**src/include/pcm_regs.svh**
```systemverilog
`ifndef PCM_REGS_SVH
`define PCM_REGS_SVH

// ----------------------------------------------------------------
// Register byte offsets
// ----------------------------------------------------------------
`define PCM_OFF_PWR_CTRL 8'h00
`define PCM_OFF_PWR_MODE 8'h04
`define PCM_OFF_EXT_FLAG 8'h08
`define PCM_OFF_STATUS 8'h0C
`define PCM_OFF_WDT_CTRL 8'h10

// ----------------------------------------------------------------
// Field positions
// ----------------------------------------------------------------
`define PCM_BIT_IDLE 0
`define PCM_DIV_HI 7
`define PCM_DIV_LO 6
`define PCM_BIT_FRE 5
`define PCM_BIT_XOFF 3
`define PCM_BIT_OSC_SEL 3
`define PCM_BIT_OSC_IND 2
`define PCM_BIT_XRDY 4
`define PCM_BIT_WD_IEN 0
`define PCM_BIT_WD_REN 1
`define PCM_BIT_WD_CLR 2
`define PCM_BIT_WD_FLAG 3

// ----------------------------------------------------------------
// Timing counts in master clocks
// ----------------------------------------------------------------
`define PCM_EXT_RST_CLKS 4'd8
`define PCM_RST_HOLD_CLKS 4'd8
`define PCM_WDT_RST_CLKS 10'd512
`define PCM_LAST_DIV4 10'd3
`define PCM_LAST_DIV64 10'd63
`define PCM_LAST_DIV1024 10'd1023

`endif

```
**src/include/pcm_pkg.sv**
```systemverilog
`include "pcm_regs.svh"

package pcm_pkg;

  typedef enum logic [1:0] {
    PCM_DIV_RSV = 2'b00,
    PCM_DIV_4 = 2'b01,
    PCM_DIV_64 = 2'b10,
    PCM_DIV_1024 = 2'b11
  } pcm_div_type;

  function automatic logic [9:0] pcm_last_count(input pcm_div_type code);
    unique case (code)
      PCM_DIV_64: pcm_last_count = `PCM_LAST_DIV64;
      PCM_DIV_1024: pcm_last_count = `PCM_LAST_DIV1024;
      default: pcm_last_count = `PCM_LAST_DIV4;
    endcase
  endfunction : pcm_last_count

endpackage : pcm_pkg

```
**src/design/pcm_cycle_div.sv**
```systemverilog
`timescale 1ns/1ps

module pcm_cycle_div
  import pcm_pkg::*;
(
  input wire logic i_clk,
  input wire logic i_rst,
  input wire pcm_pkg::pcm_div_type i_code,
  output logic o_ce
);

  logic [9:0] cnt_q;

  // clocks per cycle
  // A faster code taking over mid-count wraps at once via the compare.
  always_ff @(posedge i_clk)
  begin
    if (i_rst)
    begin
      cnt_q <= 10'h000;
      o_ce <= 1'b0;
    end
    else if (cnt_q >= pcm_last_count(i_code))
    begin
      cnt_q <= 10'h000;
      o_ce <= 1'b1;
    end
    else
    begin
      cnt_q <= cnt_q + 10'h001;
      o_ce <= 1'b0;
    end
  end

endmodule : pcm_cycle_div

```
**src/design/pcm_rst_gen.sv**
```systemverilog
`timescale 1ns/1ps

module pcm_rst_gen
  import pcm_pkg::*;
(
  input wire logic i_clk,
  input wire logic i_rst,
  input wire logic i_ext_pin,
  input wire logic i_por,
  input wire logic i_wdt_fire,
  output logic o_rst
);

  logic [3:0] hi_cnt_q;
  logic [3:0] hold_q;
  logic ext_ok;

  assign ext_ok = (hi_cnt_q == `PCM_EXT_RST_CLKS);

  always_ff @(posedge i_clk)
  begin
    if (i_rst || !i_ext_pin)
      hi_cnt_q <= 4'h0;
    else if (!ext_ok)
      hi_cnt_q <= hi_cnt_q + 4'h1;
  end

  // Reset is kept eight master clocks past the end of every source.
  always_ff @(posedge i_clk)
  begin
    if (i_rst)
      hold_q <= 4'h0;
    else if (ext_ok || i_por || i_wdt_fire)
      hold_q <= `PCM_RST_HOLD_CLKS;
    else if (hold_q != 4'h0)
      hold_q <= hold_q - 4'h1;
  end

  always_ff @(posedge i_clk)
  begin
    if (i_rst)
      o_rst <= 1'b0;
    else
      o_rst <= ext_ok || i_por || i_wdt_fire || (hold_q != 4'h0);
  end
endmodule : pcm_rst_gen

```
**src/design/pcm_top.sv**
```systemverilog
// Behaviour
// - Writing one to the idle bit enters idle after that write.
// - Idle stops only the CPU clock; peripherals keep running, CPU state held.
// - In idle, address strobe and fetch strobe are high; port pins hold.
// - Any enabled interrupt in idle clears the idle bit and wakes the CPU.
// - External reset needs eight clocks high, then resets all control registers at once, but not the cycle counter.
// - A reset ending idle skips the instruction after the idle write.
// - Watchdog runs in idle; time-out wakes, reset follows 512 clocks later.
// - Divider field bits 7:6: 01 is 4, 10 is 64, 11 is 1024.
// - Economy slows peripherals too; idle runs them at clock over four.
// - A new divider takes effect one machine cycle after the write.
// - Bit 3 of the flag register selects crystal or RC oscillator.
// - Amplifier off only while on RC; clear it before choosing crystal.
// - Bit 2 shows the source in use; changes land one cycle later.
// - Crystal ready flag sets after warm-up; crystal refused until then.
// - With fast return on, external interrupt acknowledges or serial traffic force divide-by-4.
// - Start-bit edge with receive on, or transmit buffer write, triggers it.
// - Fast return ignores serial interrupt flags; economy may be re-entered.
// - Divider writes ignored while fast return is on and serial is busy.
// - Watchdog, power-on and external resets force divide-by-4.
`timescale 1ns/1ps

module pcm_top
  import pcm_pkg::*;
(
  input wire logic I_MCLK,
  input wire logic I_SYS_RST,
  input wire logic I_WB_CYC,
  input wire logic I_WB_STB,
  input wire logic I_WB_WE,
  input wire logic [7:0] I_WB_ADR,
  input wire logic [31:0] I_WB_DAT,
  input wire logic [3:0] I_WB_SEL,
  output logic [31:0] O_WB_DAT,
  output logic O_WB_ACK,
  input wire logic I_EXT_RST,
  input wire logic I_POR,
  input wire logic I_INT_WAKE,
  input wire logic I_EXT_INT_ACK,
  input wire logic I_RX_START_FALL,
  input wire logic I_RX_ENABLE,
  input wire logic I_TX_BUF_WRITE,
  input wire logic I_SERIAL_BUSY,
  input wire logic I_WDT_TIMEOUT,
  input wire logic I_XTAL_STABLE,
  input wire logic I_ALE_CORE,
  input wire logic I_PROGRAM_FETCH_STROBE_CORE,
  output logic O_CPU_CLK_EN,
  output logic O_PERIPH_CLK_EN,
  output logic O_IDLE,
  output logic O_CORE_RST,
  output logic O_PORT_HOLD,
  output logic O_ALE,
  output logic O_PROGRAM_FETCH_STROBE,
  output logic O_OSC_SEL_XTAL,
  output logic O_XTAL_AMP_EN,
  output logic O_WDT_INT
);

  import pcm_pkg::*;

  // ----------------------------------------------------------------
  // Internal state
  // ----------------------------------------------------------------
  logic rst_lvl;
  logic rst_int;
  logic div_ce;
  logic idle_q;
  pcm_div_type div_q;
  pcm_div_type div_pend_q;
  pcm_div_type div_wr;
  pcm_div_type per_code;
  logic pend_v_q;
  logic fre_q;
  logic amp_off_q;
  logic osc_req_q;
  logic osc_cur_q;
  logic xrdy_q;
  logic wd_ien_q;
  logic wd_ren_q;
  logic wd_flag_q;
  logic [9:0] wd_cnt_q;
  logic wdt_fire;
  logic wake;
  logic swb_ev;
  logic acc;
  logic wr;
  logic div_wr_ok;

  assign rst_int = I_SYS_RST || rst_lvl;
  assign acc = I_WB_CYC && I_WB_STB && !O_WB_ACK;
  // A write lands at the edge at which the master sees the acknowledge.
  assign wr = I_WB_CYC && I_WB_STB && O_WB_ACK && I_WB_WE && I_WB_SEL[0];
  assign div_wr = pcm_div_type'(I_WB_DAT[`PCM_DIV_HI:`PCM_DIV_LO]);
  assign wake = I_INT_WAKE || (wd_flag_q && wd_ien_q);
  assign per_code = idle_q ? PCM_DIV_4 : div_q;

  // ----------------------------------------------------------------
  // Reset and cycle rate
  // ----------------------------------------------------------------
  pcm_rst_gen u_rst (
    .i_clk(I_MCLK),
    .i_rst(I_SYS_RST),
    .i_ext_pin(I_EXT_RST),
    .i_por(I_POR),
    .i_wdt_fire(wdt_fire),
    .o_rst(rst_lvl)
  );

  pcm_cycle_div u_div (
    .i_clk(I_MCLK),
    .i_rst(I_SYS_RST),
    .i_code(per_code),
    .o_ce(div_ce)
  );

  // ----------------------------------------------------------------
  // Wishbone slave, one wait state
  // ----------------------------------------------------------------
  always_ff @(posedge I_MCLK)
  begin
    if (I_SYS_RST)
      O_WB_ACK <= 1'b0;
    else
      O_WB_ACK <= acc;
  end

  // Unmapped offsets are acknowledged and read as zero.
  always_ff @(posedge I_MCLK)
  begin
    if (I_SYS_RST)
      O_WB_DAT <= 32'h00000000;
    else if (acc)
    begin
      O_WB_DAT <= 32'h00000000;
      unique case (I_WB_ADR)
        `PCM_OFF_PWR_CTRL: O_WB_DAT[`PCM_BIT_IDLE] <= idle_q;
        `PCM_OFF_PWR_MODE:
        begin
          O_WB_DAT[`PCM_DIV_HI:`PCM_DIV_LO] <= div_q;
          O_WB_DAT[`PCM_BIT_FRE] <= fre_q;
          O_WB_DAT[`PCM_BIT_XOFF] <= amp_off_q;
        end
        `PCM_OFF_EXT_FLAG:
        begin
          O_WB_DAT[`PCM_BIT_OSC_SEL] <= osc_req_q;
          O_WB_DAT[`PCM_BIT_OSC_IND] <= !osc_cur_q;
        end
        `PCM_OFF_STATUS: O_WB_DAT[`PCM_BIT_XRDY] <= xrdy_q;
        `PCM_OFF_WDT_CTRL:
        begin
          O_WB_DAT[`PCM_BIT_WD_IEN] <= wd_ien_q;
          O_WB_DAT[`PCM_BIT_WD_REN] <= wd_ren_q;
          O_WB_DAT[`PCM_BIT_WD_FLAG] <= wd_flag_q;
        end
        default: O_WB_DAT <= 32'h00000000;
      endcase
    end
  end

  // ----------------------------------------------------------------
  // Idle control
  // ----------------------------------------------------------------
  // wake clears idle
  always_ff @(posedge I_MCLK)
  begin
    if (rst_int)
      idle_q <= 1'b0;
    else if (wake)
      idle_q <= 1'b0;
    else if (wr && (I_WB_ADR == `PCM_OFF_PWR_CTRL) && I_WB_DAT[`PCM_BIT_IDLE])
      idle_q <= 1'b1;
  end

  // ----------------------------------------------------------------
  // Clock divider with fast return
  // ----------------------------------------------------------------
  // serial start and external interrupt triggers
  assign swb_ev = fre_q && (I_EXT_INT_ACK || (I_RX_START_FALL && I_RX_ENABLE)
                  || I_TX_BUF_WRITE);
  assign div_wr_ok = wr && (I_WB_ADR == `PCM_OFF_PWR_MODE) && (div_wr != PCM_DIV_RSV)
                     && !(fre_q && I_SERIAL_BUSY);

  always_ff @(posedge I_MCLK)
  begin
    if (rst_int)
      fre_q <= 1'b0;
    else if (wr && (I_WB_ADR == `PCM_OFF_PWR_MODE))
      fre_q <= I_WB_DAT[`PCM_BIT_FRE];
  end

  always_ff @(posedge I_MCLK)
  begin
    if (rst_int)
    begin
      div_q <= PCM_DIV_4;
      div_pend_q <= PCM_DIV_4;
      pend_v_q <= 1'b0;
    end
    else if (swb_ev)
    begin
      div_q <= PCM_DIV_4;
      pend_v_q <= 1'b0;
    end
    else if (div_wr_ok)
    begin
      div_pend_q <= div_wr;
      pend_v_q <= 1'b1;
    end
    else if (pend_v_q && div_ce)
    begin
      div_q <= div_pend_q;
      pend_v_q <= 1'b0;
    end
  end

  // ----------------------------------------------------------------
  // Oscillator source
  // ----------------------------------------------------------------
  // amplifier off only on RC
  always_ff @(posedge I_MCLK)
  begin
    if (rst_int)
      amp_off_q <= 1'b0;
    else if (wr && (I_WB_ADR == `PCM_OFF_PWR_MODE) && !osc_cur_q && !osc_req_q)
      amp_off_q <= I_WB_DAT[`PCM_BIT_XOFF];
  end

  always_ff @(posedge I_MCLK)
  begin
    if (rst_int || amp_off_q)
      xrdy_q <= 1'b0;
    else if (I_XTAL_STABLE)
      xrdy_q <= 1'b1;
  end

  // source select, crystal refused when not ready
  always_ff @(posedge I_MCLK)
  begin
    if (rst_int)
      osc_req_q <= 1'b0;
    else if (wr && (I_WB_ADR == `PCM_OFF_EXT_FLAG))
      osc_req_q <= I_WB_DAT[`PCM_BIT_OSC_SEL] && xrdy_q;
  end

  always_ff @(posedge I_MCLK)
  begin
    if (rst_int)
      osc_cur_q <= 1'b0;
    else if (div_ce)
      osc_cur_q <= osc_req_q;
  end

  // ----------------------------------------------------------------
  // Watchdog time-out and delayed reset
  // ----------------------------------------------------------------
  always_ff @(posedge I_MCLK)
  begin
    if (rst_int)
    begin
      wd_ien_q <= 1'b0;
      wd_ren_q <= 1'b0;
    end
    else if (wr && (I_WB_ADR == `PCM_OFF_WDT_CTRL))
    begin
      wd_ien_q <= I_WB_DAT[`PCM_BIT_WD_IEN];
      wd_ren_q <= I_WB_DAT[`PCM_BIT_WD_REN];
    end
  end

  // A time-out in the clearing cycle survives: the set wins.
  always_ff @(posedge I_MCLK)
  begin
    if (rst_int)
      wd_flag_q <= 1'b0;
    else if (I_WDT_TIMEOUT)
      wd_flag_q <= 1'b1;
    else if (wr && (I_WB_ADR == `PCM_OFF_WDT_CTRL) && I_WB_DAT[`PCM_BIT_WD_CLR])
      wd_flag_q <= 1'b0;
  end

  always_ff @(posedge I_MCLK)
  begin
    if (rst_int || !wd_flag_q || !wd_ren_q)
      wd_cnt_q <= 10'h000;
    else if (!wdt_fire)
      wd_cnt_q <= wd_cnt_q + 10'h001;
  end

  assign wdt_fire = (wd_cnt_q == (`PCM_WDT_RST_CLKS - 10'h001));

  // ----------------------------------------------------------------
  // Registered outputs
  // ----------------------------------------------------------------
  always_ff @(posedge I_MCLK)
  begin
    if (I_SYS_RST)
    begin
      O_CPU_CLK_EN <= 1'b0;
      O_PERIPH_CLK_EN <= 1'b0;
      O_IDLE <= 1'b0;
      O_CORE_RST <= 1'b1;
      O_PORT_HOLD <= 1'b0;
      O_ALE <= 1'b1;
      O_PROGRAM_FETCH_STROBE <= 1'b1;
      O_OSC_SEL_XTAL <= 1'b0;
      O_XTAL_AMP_EN <= 1'b1;
      O_WDT_INT <= 1'b0;
    end
    else
    begin
      O_CPU_CLK_EN <= div_ce && !idle_q && !rst_int;
      O_PERIPH_CLK_EN <= div_ce;
      O_IDLE <= idle_q;
      O_CORE_RST <= rst_int;
      O_PORT_HOLD <= idle_q;
      O_ALE <= idle_q || I_ALE_CORE;
      O_PROGRAM_FETCH_STROBE <= idle_q || I_PROGRAM_FETCH_STROBE_CORE;
      O_OSC_SEL_XTAL <= osc_cur_q;
      O_XTAL_AMP_EN <= !amp_off_q;
      O_WDT_INT <= wd_flag_q && wd_ien_q;
    end
  end
endmodule : pcm_top

```
**config.mk**
```make
export PLATFORM = sky130hd
export DESIGN_NAME = pcm_top
export DESIGN_NICKNAME = d
export VERILOG_FILES = /design/src/include/pcm_pkg.sv /design/src/design/pcm_cycle_div.sv /design/src/design/pcm_rst_gen.sv /design/src/design/pcm_top.sv
export VERILOG_INCLUDE_DIRS = /design/src /design/src/include
export SDC_FILE = /design/constraint.sdc
export NUM_CORES = 1
export LEC_CHECK = 0
export BUFFER_PORTS_ARGS = -buffer_cell sky130_fd_sc_hd__buf_2
export CAP_MARGIN = 20
export CORE_MARGIN = 2
export CORE_UTILIZATION = 54
export DETAILED_ROUTE_END_ITERATION = 7
export GPL_TIMING_DRIVEN = 0
export PLACE_DENSITY = 0.85
export RECOVER_POWER = 100
export SYNTH_ARGS = -nofsm -noshare
export SYNTH_HDL_FRONTEND = slang
export SYNTH_SLANG_ARGS = --single-unit
```
**constraint.sdc**
```tcl
create_clock -name I_MCLK -period 3.99 [get_ports I_MCLK]
set_input_delay 0.1995 -clock I_MCLK [delete_from_list [all_inputs] [get_ports I_MCLK]]
set_output_delay 0.1995 -clock I_MCLK [all_outputs]
set_load 0.02 [all_outputs]
```
Word-level counts from Yosys, hierarchy flattened:

Cells that the tools add are included.

* $add $sub $neg: 4
* $lt $le $gt $ge: 1
* eq/ne operators: 8
* multiplexer cells: 16
* bitwise operators: 2
* reduce and logical (&&, ||, !) cells: 58

Operators by type and width (count)
* $logic_and 1x1->1: 23
* $add 10x1->10 const B: 2
* $pmux 10 s2: 1
* $eq 8x4->1 const B: 2
* $logic_or 1x1->1: 13
* $eq 10x9->1 const B: 1
* $ge 10x10->1: 1
* $logic_not 1->1: 10
* $mux 10: 1
* $eq 8x3->1 const B: 1
* $eq 8x5->1 const B: 1
* $logic_not 8->1: 1
* $mux 1: 8
* $mux 4: 2
* $reduce_bool 2->1: 4
* $reduce_or 2->1: 4
* $add 4x1->4 const B: 1
* $eq 2x2->1 const B: 2
* $eq 4x4->1 const B: 1
* $reduce_and 2->1: 2
* $reduce_bool 4->1: 1
* $sub 4x1->4 const B: 1
* $mux 3: 1
* $pmux 1 s3: 1
* other kinds (3): 4

* bits in registers: 62
* input bits: 61
* logic and storage cells: 119

Depth between registers and ports, before layout:

* depth after elaboration: 9
* mapped depth: 7

Hierarchy:

From an unflattened synthesis, not the netlist that was laid out.

* cells, all modules: 337
* area, all modules: 3025.4 um^2

Modules (own cells, without submodules)
* pcm_top: times used 1, cells each 227, area each 1949.4 um^2, seq. area each 840.8 um^2
* pcm_cycle_div: times used 1, cells each 65, area each 604.3 um^2, seq. area each 220.2 um^2
* pcm_rst_gen: times used 1, cells each 45, area each 471.7 um^2, seq. area each 180.2 um^2

Worst setup path before layout:

No wires, ideal clock.

* path type: input to register
* start point: in I_WB_ADR[0]
* end point: reg osc_req_q
* library setup time: 0.070 ns
* arrival time: 1.923 ns
* required time: 3.920 ns
* path slack: 1.997 ns
* cell stages on the path: 5
* cells stage by stage: or4_4 buf_6 or4_4 or4_1 a21oi_1

* cells in the longest elaborated chain, start to end: 2

Ends and longest elaborated chain
* from (decl): line pcm_top.sv:31 `input wire logic [7:0] I_WB_ADR,`
* $eq 8x4->1
* $logic_and 1x1->1: line pcm_top.sv:242 `` else if (wr && (I_WB_ADR == `PCM_OFF_EXT_FLAG)) ``
* to (signal assigned): line pcm_top.sv:243 `` osc_req_q <= I_WB_DAT[`PCM_BIT_OSC_SEL] && xrdy_q; ``
* to (decl): line pcm_top.sv:76 `logic osc_req_q;`

Every way passes these cells.
A chain may end at the register's enable or synchronous reset.

Final worst setup path:

* start point: reg idle_q
* end point: reg u_div.cnt_q[1]

* cells in the longest elaborated chain, start to end: 6
* elaborated cells on any way between the ends: 7
* classes of those cells: 1 x order compare; 2 x eq/ne; 3 x mux; 1 x reduce/logical

Ends and longest elaborated chain
* from (decl): line pcm_top.sv:68 `logic idle_q;`
* from (signal assigned): line pcm_top.sv:168 `idle_q <= 1'b0;`
* from (signal assigned): line pcm_top.sv:170 `idle_q <= 1'b0;`
* from (signal assigned): line pcm_top.sv:172 `idle_q <= 1'b1;`
* $mux 2 *: line pcm_top.sv:96 `assign per_code = idle_q ? PCM_DIV_4 : div_q;`
* $eq 2x2->1: line pcm_pkg.sv:13 `unique case (code)`
* $pmux 10 s2 *: line pcm_pkg.sv:13
* $mux 10 *: line pcm_cycle_div.sv:18 `if (i_rst)`
* $ge 10x10->1 *: line pcm_cycle_div.sv:23 `else if (cnt_q >= pcm_last_count(i_code))`
* $reduce_or 2->1 (no source line) *
* to (signal assigned): line pcm_cycle_div.sv:30 `cnt_q <= cnt_q + 10'h001;`
* to (decl): line pcm_cycle_div.sv:12 `logic [9:0] cnt_q;`

Mark *: on every way between the ends. The rest lies on a longest branch, timed or not. The select of a mux whose other input is x is not followed.

==> reports/metrics.csv <==
stage;metric;value;unit
sta;setup_viol_count_final;0;
floorplan;floorplan.initialDensity;0.5516;
sta;tightestPinTransition;0.9107;ns
layout;layout.nets;496;
synth;synth-seq-cells;62;
synth;netlist_instances;339;
power_and_ir_drop;vdd_drop_max;0.3430;mV
floorplan;io_pins;104;
hold_path;hp-start;I_ALE_CORE;
grt;grt.total_usage;0.2177;
synth;synth.distinct_cells;40;
worst_setup_path;crit_path_class;reg -> reg;
clock_tree;cts_tree;yes;
synth;synth.top_cells.by_area;dfxtp_1 (42%), buf_4 (6.3%), ha_1 (5.9%);
worst_setup_path;critPathCaptureType;register;
hold_path;min_path_type;in -> reg;
sta;finalSetupTns;0;ns
synth;syn_area_per_cell;8.795;µm²
sta;top_achievable_clock_speed;443.7;MHz
layout;antenna-diode-count;0;
synth;synth-async-reset-ratio;0;
hold_path;worst_hold_path.num_cells;2;
clock_tree;max-clock-path-buffers;2;
sta;finalWorstPathRequiredPeriod;2.254;ns
grt;grt.overflow.total;0;
placement;placed_cells_incl_taps;481;
clock_tree;ctsResizeCount;0;
detailed_routing;ant_nets;0;
worst_setup_path;regToRegEndpoint;u_div.cnt_q[1];
detailed_routing;number_of_detailed_routing_iterations_run_before_antenna_repair;4;
clock_tree;cts_sinks;62;
clock_tree;post_cts_buffers;0;
worst_setup_path;path_delay_family;compound AO/OA/AOI/OAI gates;
grt;wire_length_of_the_first_global_routing_pass;10.52;mm
worst_setup_path;reg2regPathDepth;7;
worst_setup_path;timing.critical_path.fanout_max;10;
sta;rsz0062_at_grt;false;
hold_path;min_to;O_ALE;
layout;finalNonFillerCells;498;
synth;netlist.top_cell.by_area;dfxtp_1;
clock_tree;cts_htree_levels;3;
placement;routabilityCongestion;0.7911;
clock_tree;cts.clk_slew.worst_paths;0.07;ns
worst_setup_path;critical-path-max-stage-delay;0.51;ns
power_and_ir_drop;powerDensity;401.5;nW/µm²
placement;detailedPlacementHpwl;4.785;mm
worst_setup_path;critPathArrivalTime;2.51;ns
clock_tree;number_of_buffers_inserted_during_clock_tree_synthesis;9;
sta;layout_worst_path_cycle_share;0.5648;
synth;yosys_warning_count;0;
worst_setup_path;crit_path_start_kind;register;
worst_setup_path;timing.critical_path.cells;nand2b_1, ha_1, a211oi_1, o21ai_0, a221o_1, clkbuf_1, nor3b_1;
worst_setup_path;critical_path_buf_inv_count;1;
placement;placement.io_buffers;47;
synth;synth_top_family_by_area;simple AND/OR/NAND/NOR gates;
detailed_routing;first_iter_violations;157;
layout;areaGrowthSynthToFinish;19.89;%
sta;relSlewSlack;0.3873;
worst_setup_path;r2r_path_start;idle_q;
synth;synth_xor_area_frac;0.04994;
job;maxCapViolations;0;
grt;grt_pass1_vias;2347;
worst_setup_path;reg2reg_slack;1.74;ns
detailed_routing;drc_errors;0;
power_and_ir_drop;power.static_leakage;0.001457;µW
layout;drive_gt1_frac;0.1620;
floorplan;core_area;5405;µm²
clock_tree;worst_skew_pair.late_latency;0.34;ns
detailed_routing;detail_route.wl_per_cell;13.03;µm
detailed_routing;drt-total-wl;6.488;mm
synth;postSynth.topFlopCell;dfxtp_1;
synth;synth_edf_count;0;
floorplan;die_area;6132;µm²
synth;synth.yosys.seq_area_share;0.4163;
sta;final_max_slew_viol_count;0;
floorplan;die_w;78.31;µm
floorplan;core.rowCount;27;
worst_setup_path;critical_path_required;4.25;ns
sta;finClkSkew;0.006420;ns
detailed_routing;dr_total_vias;2642;
synth;yosys.area_share.simple;0.2560;
synth;yosys.area_share.adder;0.05875;
clock_tree;root_buffer;clkbuf_8;
worst_setup_path;slowest_stage;dfxtp_1;
sta;final_number_of_hold_violating_endpoints;0;
synth;synth.area.mux_share;0.02686;
grt;grt_max_degree;11;
detailed_routing;vias_per_cell;5.305;
synth;post-synth-top-area-fraction;0.4163;
grt;initial_antenna_violation_count;0;
synth;post_synth_instance_area;2982;µm²
floorplan;vertical_die_dimension;78.31;µm
run_status;status;finished, final reports clean;
synth;synth-compound-area-share;0.09903;
## flip-flops by register name (all words and copies together), names as in the netlist, 2 cells and up
signal / cells
u_rst.hi_cnt_q: 4
div_pend_q: 2
div_q: 2
O_WB_DAT: 8
u_rst.hold_q: 4
wd_cnt_q: 10
u_div.cnt_q: 10
## worst reg2reg max path: stages (launching register included)
cell and delay (ns):
dfxtp_1 0.51, nand2b_1 0.23, ha_1 0.26, a211oi_1 0.21
o21ai_0 0.11, a221o_1 0.37, clkbuf_1 0.24, nor3b_1 0.24
## cell type report
| cell class | count | area [µm²] |
|---|---|---|
| plain buffers | 38 | 236.5 |
| flip-flops and latches | 62 | 1241 |
| well taps | 72 | 90.09 |
| inverters | 8 | 30.03 |
| clock inverters | 4 | 70.07 |
| fillers | 454 | 1831 |
| clock buffers | 12 | 145.1 |
| multi-input cells | 254 | 1540 |
| repair buffers | 48 | 221.5 |
## cells in the mapped netlist, drive strengths merged, types with 2 or more instances
master	count
nor2b	5
and4	2
nand2b	5
nand4	6
or3	8
clkbuf	12
nor2	31
nand3	12
mux2i	8
o21ai	8
nand3b	4
inv	8
a22oi	5
o21a	2
and3	5
a21oi	21
a21o	2
buf	26
o31ai	2
a31oi	3
ha	14
nor4	6
xnor2	6
nor3b	4
a211oi	2
nand2	22
dfxtp	62
o211ai	2
nor3	21
xor2	11
nand4b	3
or4	6
## cells by family after synthesis
| logic type | after synthesis |
|---|---|
| and+or+nand+nor | 142 |
| DFF | 62 |
| AOI/OAI and AO/OA | 49 |
| buffers and inverters | 46 |
| xor gates and xnor gates | 17 |
| adders and majority gates | 14 |
| muxes | 8 |
| other | 1 |
## worst max-delay path by stage
stage,from,to,slack (ns),cells after the start
floorplan,I_WB_ADR[0],osc_req_q,2.00,5
global placement,idle_q,u_div.cnt_q[1],1.82,7
detailed placement,idle_q,u_div.cnt_q[2],1.74,7
CTS,idle_q,u_div.cnt_q[1],1.74,7
global route,idle_q,u_div.cnt_q[4],1.55,7
finish,idle_q,u_div.cnt_q[1],1.74,7
## metal layers
metal,GRT usage,share of wire
met1,0.2853,0.43
met2,0.3466,0.48
met3,0.06782,0.079
met4,0.06316,0.013
met5,0,0
## through the flow
stage	total power, µW	hold slack, ns	instance area [µm²]	setup slack, ns	util
after CTS	1445	0.04180	3618	1.736	0.6694
after global placement	837.1	0.3678	3393	1.819	0.6278
final	1435	0.04691	3575	1.736	0.6613
after global routing	1499	0.04550	3575	1.553	0.6613
after floorplan	797.4	0.2765	3068	1.997	-
after detailed placement	842.2	0.3684	3393	1.743	0.6278
## cell usage in the layout (no fill, tap or decap), drive strengths merged, types with 5 or more instances in the layout
master / n
a21oi: 21
a22oi: 5
and3: 5
buf: 53
clkbuf: 44
conb: 24
dfxtp: 62
ha: 14
inv: 8
mux2i: 8
nand2: 22
nand2b: 5
nand3: 12
nand4: 6
nor2: 31
nor2b: 5
nor3: 21
nor4: 6
o21ai: 8
or3: 8
or4: 6
xnor2: 6
xor2: 11
## power breakdown
part	switching, µW	leakage [µW]	internal (µW)
clock network	238	0.000110	367
logic	98.1	0.000844	70.0
registers	20.9	0.000503	641
total	357	0.00146	1080
## timing repair
action                                  in CTS  in global routing
hold buffers                                 1                  0
endpoints found under the hold margin        1                  0
endpoints found under the setup margin       0                  0
Note: power is estimated with default switching activity, not from simulation.
